--- src/rtl/qr_pulse_pkg.sv ---
// Shared constants and carrier types for the quasi-resonant pulse controller
package qr_pulse_pkg;
   localparam int CLK_MHZ = 20;
   localparam int NS_PER_US = 1000;

   // Least times round up to whole cycles, longest times round down
   localparam int MIN_PERIOD_NS = 8000;
   localparam int MIN_PERIOD_CYC = (MIN_PERIOD_NS * CLK_MHZ + NS_PER_US - 1) / NS_PER_US;
   localparam int BLANK_NS = 3000;
   localparam int BLANK_CYC = (BLANK_NS * CLK_MHZ + NS_PER_US - 1) / NS_PER_US;
   localparam int MAX_ON_NS = 50000;
   localparam int MAX_ON_CYC = (MAX_ON_NS * CLK_MHZ) / NS_PER_US;
   localparam int TIMEOUT_NS = 8000;
   localparam int TIMEOUT_CYC = (TIMEOUT_NS * CLK_MHZ + NS_PER_US - 1) / NS_PER_US;
   localparam int SOFT_START_US = 5000;
   localparam int SOFT_START_CYC = SOFT_START_US * CLK_MHZ;
   localparam int AUTO_RESTART_US = 5000;
   localparam int AUTO_RESTART_CYC = AUTO_RESTART_US * CLK_MHZ;

   localparam int SETPOINT_W = 8;
   localparam int RAMP_STEPS = 256;
   localparam logic [SETPOINT_W-1:0] SETPOINT_MAX = 8'hFF;
   localparam logic [SETPOINT_W-1:0] SETPOINT_FLOOR = 8'h20;
   localparam logic [SETPOINT_W-1:0] SETPOINT_RESET = 8'h00;

   // Digital outputs of the analog comparators, all asynchronous to sys_clk
   typedef struct packed {
      logic peak_hit;     // Sensed current at or above the setpoint
      logic demag_low;    // Auxiliary winding below the core reset level
      logic skip_low;     // Feedback at or below the burst threshold
      logic skip_clear;   // Feedback above burst threshold plus hysteresis
      logic uv_stop;      // Supply below the undervoltage stop level
      logic supply_low;   // Supply below the latch release level
      logic fault_req;    // Latching fault request
      logic fault_timing; // Fault timer is counting
   } comp_t;
   localparam int COMP_W = $bits(comp_t);

   typedef struct packed {
      logic clamp_on;     // Supply clamp enabled while latched
      logic latchoff;     // Latch-off current sink enabled
      logic restart_mode; // Auto-recovery restart after overlong on-time
      logic skip_active;  // Burst operation holding pulses off
   } status_t;
endpackage

--- src/rtl/qr_pulse_control.sv ---
// Pulse sequencing core of a quasi-resonant flyback controller
//
// Operation
// Fault latch enables the 6 V clamp; it releases once supply drops below 4 V.
// In fault mode the undervoltage stop halts gate pulses with priority.
// Undervoltage while the fault timer counts stops pulses and enters latch-off.
// Each gate rise starts an 8 us minimum period, capping frequency at 125 kHz.
// Peak current reaching the setpoint resets the drive and ends the on-time.
// On-time beyond 50 us stops pulses and enters auto-recovery restart.
// A 3 us blanking window after turn-off suppresses any restart.
// Core reset is the rising edge of the auxiliary below-45 mV comparator.
// A demag edge inside the minimum period is ignored; a later one is awaited.
// While skip holds the drive reset, demag edges are ignored.
// An 8 us timeout, reloaded at each crossing, becomes the restart signal.
// Timeout restarts at once if skip is released, else waits for release.
// The peak setpoint stops falling at a floor; burst operation takes over.
// Feedback at the burst threshold resets the drive and stops pulses.
// Pulses resume only once feedback rises above threshold plus hysteresis.
// Every skip release re-runs the soft-start ramp.
// Soft-start raises the peak current limit to maximum over about 5 ms.
// Intervals are clock counters; comparator outputs are synchronised first.
// Fault latch, restart phase or undervoltage force the gate low.
`timescale 1ns/1ns
`default_nettype none
module qr_pulse_control
   import qr_pulse_pkg::*;
#(
   parameter int SS_CYC = SOFT_START_CYC,
   parameter int RESTART_CYC = AUTO_RESTART_CYC
) (
   input wire logic sys_clk,
   input wire logic rst,
   input wire comp_t comparators,
   input wire logic [SETPOINT_W-1:0] feedback_input,
   output logic gate_drive_output,
   output logic [SETPOINT_W-1:0] peak_setpoint,
   output status_t status
);
   localparam int STEP_CYC = SS_CYC / RAMP_STEPS;
   localparam int STEP_W = $clog2(STEP_CYC + 1);
   localparam logic [STEP_W-1:0] STEP_LAST = STEP_W'(STEP_CYC - 1);
   localparam int RST_W = $clog2(RESTART_CYC + 1);
   localparam logic [RST_W-1:0] RESTART_LOAD = RST_W'(RESTART_CYC);
   localparam logic [SETPOINT_W-1:0] RAMP_ONE = SETPOINT_W'(1);

   generate
      if (SS_CYC < RAMP_STEPS) begin : g_bad_ss
         $error("SS_CYC must be at least RAMP_STEPS");
      end
      if (RESTART_CYC < 1) begin : g_bad_rst
         $error("RESTART_CYC must be at least 1");
      end
   endgenerate

   comp_t cs;
   logic demag_prev;
   logic drive;
   logic skip_hold;
   logic fault_latched;
   logic latchoff;
   logic restart_mode;
   logic [RST_W-1:0] restart_cnt;
   logic [SETPOINT_W-1:0] ramp;
   logic [STEP_W-1:0] step_cnt;
   logic ramp_tick;
   logic min_busy;
   logic blank_busy;
   logic on_busy;
   logic timeout_busy;
   logic demag_edge;
   logic crossing;
   logic halt;
   logic on_expired;
   logic turn_on;
   logic turn_off;
   logic ramp_restart;
   logic [SETPOINT_W-1:0] fb_floored;
   logic [SETPOINT_W-1:0] next_setpoint;

   // Comparator outputs cross into the clock domain first
   qr_sync2 #(.W(COMP_W)) u_sync (
      .sys_clk(sys_clk),
      .rst(rst),
      .d(comparators),
      .q(cs)
   );

   always_ff @(posedge sys_clk) begin
      if (rst) begin
         demag_prev <= 1'b0;
      end else begin
         demag_prev <= cs.demag_low;
      end
   end

   assign demag_edge = cs.demag_low & ~demag_prev;
   assign crossing = demag_edge & ~blank_busy;
   assign halt = fault_latched | latchoff | restart_mode | cs.uv_stop;
   assign on_expired = drive & ~on_busy;

   // Restart needs the period elapsed, skip released and a valid edge or timeout
   assign turn_on = ~drive & ~min_busy & ~skip_hold & ~halt & ~cs.skip_low
      & ~blank_busy & (crossing | ~timeout_busy);
   assign turn_off = drive & (cs.peak_hit | cs.skip_low | skip_hold | halt | on_expired);

   // Gate drive flip-flop: reset terms win over the set term
   always_ff @(posedge sys_clk) begin
      if (rst) begin
         drive <= 1'b0;
      end else if (turn_off) begin
         drive <= 1'b0;
      end else if (turn_on) begin
         drive <= 1'b1;
      end
   end

   qr_interval_timer #(.COUNT(MIN_PERIOD_CYC)) u_min_period (
      .sys_clk(sys_clk),
      .rst(rst),
      .start(turn_on),
      .busy(min_busy)
   );

   qr_interval_timer #(.COUNT(BLANK_CYC)) u_blank (
      .sys_clk(sys_clk),
      .rst(rst),
      .start(turn_off),
      .busy(blank_busy)
   );

   qr_interval_timer #(.COUNT(MAX_ON_CYC)) u_max_on (
      .sys_clk(sys_clk),
      .rst(rst),
      .start(turn_on),
      .busy(on_busy)
   );

   // Reloaded at each valid ringing crossing and at turn-off
   qr_interval_timer #(.COUNT(TIMEOUT_CYC)) u_timeout (
      .sys_clk(sys_clk),
      .rst(rst),
      .start(crossing | turn_off),
      .busy(timeout_busy)
   );

   // Burst hold with hysteresis; a new skip request wins over release
   always_ff @(posedge sys_clk) begin
      if (rst) begin
         skip_hold <= 1'b0;
      end else if (cs.skip_low) begin
         skip_hold <= 1'b1;
      end else if (cs.skip_clear) begin
         skip_hold <= 1'b0;
      end
   end

   // Latched fault and supply clamp
   always_ff @(posedge sys_clk) begin
      if (rst) begin
         fault_latched <= 1'b0;
      end else if (cs.fault_req) begin
         fault_latched <= 1'b1;
      end else if (cs.supply_low) begin
         fault_latched <= 1'b0;
      end
   end

   // Latch-off phase held until the supply recovers above the stop level
   always_ff @(posedge sys_clk) begin
      if (rst) begin
         latchoff <= 1'b0;
      end else if (cs.uv_stop & cs.fault_timing) begin
         latchoff <= 1'b1;
      end else if (~cs.uv_stop) begin
         latchoff <= 1'b0;
      end
   end

   // Auto-recovery hold after an overlong on-time
   always_ff @(posedge sys_clk) begin
      if (rst) begin
         restart_mode <= 1'b0;
         restart_cnt <= '0;
      end else if (on_expired) begin
         restart_mode <= 1'b1;
         restart_cnt <= RESTART_LOAD;
      end else if (restart_cnt != '0) begin
         restart_cnt <= restart_cnt - RST_W'(1);
      end else begin
         restart_mode <= 1'b0;
      end
   end

   // Soft-start step enable divider
   always_ff @(posedge sys_clk) begin
      if (rst || ramp_restart) begin
         step_cnt <= '0;
      end else if (step_cnt == STEP_LAST) begin
         step_cnt <= '0;
      end else begin
         step_cnt <= step_cnt + STEP_W'(1);
      end
   end

   assign ramp_tick = (step_cnt == STEP_LAST);
   assign ramp_restart = (skip_hold & cs.skip_clear & ~cs.skip_low) | halt;

   always_ff @(posedge sys_clk) begin
      if (rst || ramp_restart) begin
         ramp <= SETPOINT_RESET;
      end else if (ramp_tick && ramp != SETPOINT_MAX) begin
         ramp <= ramp + RAMP_ONE;
      end
   end

   // Demand never goes below the floor; the ramp caps it
   always_comb begin
      fb_floored = (feedback_input < SETPOINT_FLOOR) ? SETPOINT_FLOOR : feedback_input;
      next_setpoint = (ramp < fb_floored) ? ramp : fb_floored;
   end

   always_ff @(posedge sys_clk) begin
      if (rst) begin
         peak_setpoint <= SETPOINT_RESET;
         status <= '0;
      end else begin
         peak_setpoint <= next_setpoint;
         status.clamp_on <= fault_latched;
         status.latchoff <= latchoff;
         status.restart_mode <= restart_mode;
         status.skip_active <= skip_hold;
      end
   end

   assign gate_drive_output = drive;

   // Helper counters for the checks below
   logic [15:0] since_rise;
   logic [15:0] since_fall;
   logic [15:0] on_len;
   always_ff @(posedge sys_clk) begin
      if (rst) begin
         since_rise <= 16'hFFFF;
         since_fall <= 16'hFFFF;
         on_len <= 16'h0000;
      end else begin
         since_rise <= turn_on ? 16'h0000
            : (since_rise == 16'hFFFF ? since_rise : since_rise + 16'h0001);
         since_fall <= turn_off ? 16'h0000
            : (since_fall == 16'hFFFF ? since_fall : since_fall + 16'h0001);
         on_len <= drive ? on_len + 16'h0001 : 16'h0000;
      end
   end
endmodule
`default_nettype wire

--- src/rtl/qr_sync2.sv ---
// Two-flop synchroniser for a bus of independent levels
`timescale 1ns/1ns
`default_nettype none
module qr_sync2 #(
   parameter int W = 1
) (
   input wire logic sys_clk,
   input wire logic rst,
   input wire logic [W-1:0] d,
   output logic [W-1:0] q
);
   logic [W-1:0] meta;

   generate
      if (W < 1) begin : g_bad
         $error("qr_sync2 needs W of at least 1");
      end
   endgenerate

   always_ff @(posedge sys_clk) begin
      if (rst) begin
         meta <= '0;
         q <= '0;
      end else begin
         meta <= d;
         q <= meta;
      end
   end
endmodule
`default_nettype wire

--- src/rtl/qr_interval_timer.sv ---
// Retriggerable down-counter: busy for COUNT cycles after each start
`timescale 1ns/1ns
`default_nettype none
module qr_interval_timer #(
   parameter int COUNT = 160
) (
   input wire logic sys_clk,
   input wire logic rst,
   input wire logic start,
   output logic busy
);
   localparam int CW = $clog2(COUNT + 1);
   localparam logic [CW-1:0] LOAD = CW'(COUNT);
   localparam logic [CW-1:0] ONE = CW'(1);

   logic [CW-1:0] cnt;

   generate
      if (COUNT < 1) begin : g_bad
         $error("qr_interval_timer needs COUNT of at least 1");
      end
   endgenerate

   always_ff @(posedge sys_clk) begin
      if (rst) begin
         cnt <= '0;
      end else if (start) begin
         cnt <= LOAD;
      end else if (cnt != '0) begin
         cnt <= cnt - ONE;
      end
   end

   assign busy = (cnt != '0);
endmodule
`default_nettype wire

--- config.mk ---
export PLATFORM = sky130hd
export DESIGN_NAME = qr_pulse_control
export DESIGN_NICKNAME = d
export VERILOG_FILES = /design/src/rtl/qr_pulse_pkg.sv /design/src/rtl/qr_pulse_control.sv /design/src/rtl/qr_sync2.sv /design/src/rtl/qr_interval_timer.sv
export SDC_FILE = /design/constraint.sdc
export NUM_CORES = 1
export LEC_CHECK = 0
export BUFFER_PORTS_ARGS = -buffer_cell sky130_fd_sc_hd__buf_2
export CAP_MARGIN = 20
export CELL_PAD_IN_SITES_DETAIL_PLACEMENT = 1
export CELL_PAD_IN_SITES_GLOBAL_PLACEMENT = 1
export CORE_MARGIN = 8
export CORE_UTILIZATION = 39
export CTS_BUF_LIST = sky130_fd_sc_hd__clkbuf_4 sky130_fd_sc_hd__clkbuf_8
export CTS_CLUSTER_SIZE = 30
export DETAILED_ROUTE_END_ITERATION = 12
export PLACE_DENSITY_LB_ADDON = 0.1
export SLEW_MARGIN = 40
export SYNTH_ARGS = -nofsm -noshare
export SYNTH_HDL_FRONTEND = slang
export SYNTH_SLANG_ARGS = --single-unit
--- constraint.sdc ---
create_clock -name sys_clk -period 2.2 [get_ports sys_clk]
set_input_delay 0 -clock sys_clk [delete_from_list [all_inputs] [get_ports sys_clk]]
set_output_delay 0 -clock sys_clk [all_outputs]
set_load 0.02 [all_outputs]
==> run_results.csv <==
group,metric,value,unit
outcome,status,"finished, final reports clean",
final_layout,layout_commonest_cell,"dfxtp_1",
route,detail_route.iter0.violations,161,
yosys,seq_area_frac_synth,44.2,%
timing,worst_slew_pin_slew,693,ps
setup_path,cp_num_cells,4,
setup_path,endpoint,"restart_cnt[15]",
setup_path,endpoint_kind,"register",
job,timing.max_cap.violations,0,
route,detail_route.drc_violations,0,
final_layout,layout_common_cells,"98 x dfxtp_1, 37 x nor2_1, 32 x buf_4",
yosys,total_nets_after_synthesis,533,
yosys,ys_seq_elements,100,
setup_path,timing.critical_path.cells,"or4_1, or3_4, or4_1, a31oi_1",
grt,global_route.peak_usage_layer,"met2",
yosys,synthesis.area_per_instance,9.10,um2
grt,overflow_left_after_global_routing,0,
setup_path,worst-endpoint-arrival,2390,ps
final_layout,fill_cells,1349,
clock_tree,cts_buffers,9,
route,via_per_inst,5.36,
setup_path,cpPeakStageDelay,600,ps
yosys,yosysWarningCount,0,
route,num_vias,3810,
clock_tree,clock_tree.buffer_depth,2,
final_layout,fin_cells,711,
yosys,netlist-cell-type-count,53,
setup_path,critPathBufInv,0,
grt,global_route.usage.total,15.0,%
clock_tree,clock_sink_count,100,
timing,period_share,95.1,%
final_layout,finalCoreUtilization,47.4,%
timing,maxSlewHeadroom,53.6,%
route,average_wire_length_per_cell_after_detail_routing,15.4,um
place,placement.setup.worst_slack,-101,ps
yosys,synth_async_sr_flop_share,0,%
clock_tree,clk-insertion-delay-late,380,ps
die,number_of_top_level_design_ports,31,
setup_path,crit_family,"simple AND/OR/NAND/NOR gates",
timing,final_max_slew_viol_count,0,
setup_path,timing.critical_path.from_type,"register",
grt,global_route.usage.met1,17.5,%
place,placement.io_buffers,30,
setup_path,critical_path_required,2500,ps
clock_tree,cts.clk_slew.worst_paths,100,ps
grt,grt_pass1_wl,18400,um
grt,grt_util_met3,3.94,%
yosys,synth_edf_count,0,
route,drt.antenna.violating_nets,0,
die,die_height,124,um
clock_tree,cts_tree,"yes",
route,drt_wl_total,11000,um
place,place.detailed.instances,680,
grt,grt_start_max_net_pins,54,
setup_path,worst-r2r-setup-slack,110,ps
setup_path,cpMostUsedCell,"or4_1",
final_layout,final_nets,599,
clock_tree,cts.htree.levels,3,
die,start_util,39.8,%
final_layout,diodes,0,
setup_path,path_class,"register to register",
worst_hold_path,hold_path_class,"primary input to register",
yosys,synth-main-ff-cell,"dfxtp_1",
timing,final_hold_viol_count,0,
timing,post-route-worst-setup-slack,107,ps
yosys,synth_cells,497,
timing,totalNegativeSetupSlack,0,ps
setup_path,timing.reg2reg.worst_path_depth,4,
worst_hold_path,holdPathStages,4,
grt,antenna_violations_before_repair,0,
power,p_leak,2.17,nW
timing,fmax,478,MHz
setup_path,worst_r2r_startpoint,"restart_cnt[5]",
place,gp_congestion,0.761,
yosys,syn-cell-area,4520,um2
final_layout,area_growth_syn_to_layout,19.1,%
place,post-dp-hpwl,7800,um
die,std_cell_rows,39,
grt,grt_pass1_vias,3821,
die,core_area,11400,um2
timing,clock_skew_after_layout,14.4,ps
power,power-per-cell-area,1200,nW/um2
setup_path,cp_max_fo,7,
setup_path,critical_path.startpoint,"restart_cnt[5]",
route,firstDrtPassIters,4,
grt,grt.met2_usage,26.3,%
timing,fin_hold_ws,36.4,ps
clock_tree,root_driver,"clkbuf_8",
die,horizontal_die_dimension,124,um
setup_path,cpMaxStageDelayCell,"or4_1",
timing,period_minus_slack,2090,ps
setup_path,regToRegEndpoint,"restart_cnt[15]",
final_layout,final_layout_size_suffix_gt1_share,17.8,%
timing,timing.final.setup_violations,0,
power,worst_ir_drop_vdd,686,uV
die,die_area,15300,um2
## through the flow
stage	instance area [um2]	power (mW)
final	5390	6.47
after global routing	5390	7.01
after CTS	5330	6.48
after detailed placement	4990	5.16
after global placement	4990	5.04
after floorplan	4520	4.37
## registers in the layout, summed over array words and instances (netlist names)
signal and count:
step_cnt 9, fault_latched 1, ramp 8, status 4, u_blank.cnt 6, skip_hold 1
u_sync.q 8, u_sync.meta 8, gate_drive_output 1, u_min_period.cnt 8, u_max_on.cnt 10, restart_mode 1
restart_cnt 17, latchoff 1, peak_setpoint 8, u_timeout.cnt 8, demag_prev 1
## power breakdown
part / switching (mW) / internal, mW / total, mW
Sequential: 0.376 / 2.17 / 2.55
Combinational: 1.36 / 1.30 / 2.65
Clock: 0.684 / 0.580 / 1.26
Total: 2.42 / 4.05 / 6.47
## metal layers
| layer | vias to the layer above | wire [um] |
|---|---|---|
| met5 | - | 0 |
| met4 | 0 | 138 |
| met3 | 9 | 248 |
| met2 | 27 | 5520 |
| met1 | 1843 | 5050 |
| li1 | 1931 | - |
## kinds of logic (layout without fill, tap and decap cells)
kind of cell / count (synthesis) / count (layout) / synth area share (%)
compound gates: 88 / 88 / 12.5
xor+xnor: 18 / 18 / 3.48
fa+ha+maj: 18 / 18 / 4.98
buf+inv: 42 / 113 / 3.65
flops: 100 / 100 / 44.2
mux: 18 / 18 / 4.09
simple gates: 213 / 213 / 27.0
## layout make-up
type | count | area [um2] | share of cell area [%]
sequential | 100 | 2000 | 37.2
multi-input combinational | 355 | 2400 | 44.5
timing repair buffer | 74 | 510 | 9.47
clock inverter | 6 | 76.3 | 1.42
tap | 143 | 179 | 3.32
inverter | 23 | 86.3 | 1.60
clock buffer | 10 | 138 | 2.55
## how the worst min path moves through the flow
stage,from,slack (ps),to
3_3_place_gp,comparators[2],210,u_sync.meta[2]
4_1_cts,feedback_input[4],7,peak_setpoint[4]
5_1_grt,feedback_input[4],40,peak_setpoint[4]
3_5_place_dp,comparators[1],220,u_sync.meta[1]
2_1_floorplan,comparators[0],130,u_sync.meta[0]
6_report,feedback_input[4],40,peak_setpoint[4]
## synth_stat cells, drive strengths merged (8+ instances only)
cell / instances / share of area (%)
dfxtp: 100 / 44
nor2: 37 / 3.1
a21oi: 31 / 3.4
nor2b: 29 / 4.0
inv: 23 / 1.9
nand2: 23 / 1.9
ha: 18 / 5.0
nor3: 18 / 2.1
a31oi: 16 / 2.2
clkbuf: 16 / 1.4
nand2b: 16 / 2.2
or4: 16 / 2.8
or3: 15 / 2.1
mux2i: 14 / 3.1
nor4: 14 / 1.9
nand3: 12 / 1.3
o21ai: 11 / 1.2
xnor2: 10 / 1.9
o31ai: 8 / 1.3
xor2: 8 / 1.5
## worst register-to-register path, cell delays in order (launching register included)
cell and delay [ps]:
dfxtp_1 370, or4_1 600, or3_4 400, or4_1 490, a31oi_1 160
## repair_timing
| action | in CTS | in global routing |
|---|---|---|
| setup endpoints to repair | 0 | 22 |
| gates resized for setup | 0 | 12 |
| hold buffers | 12 | 0 |
| buffers inserted | 0 | 3 |
| endpoints found under the hold margin | 12 | 0 |
Power figures use the tool's default switching activity.
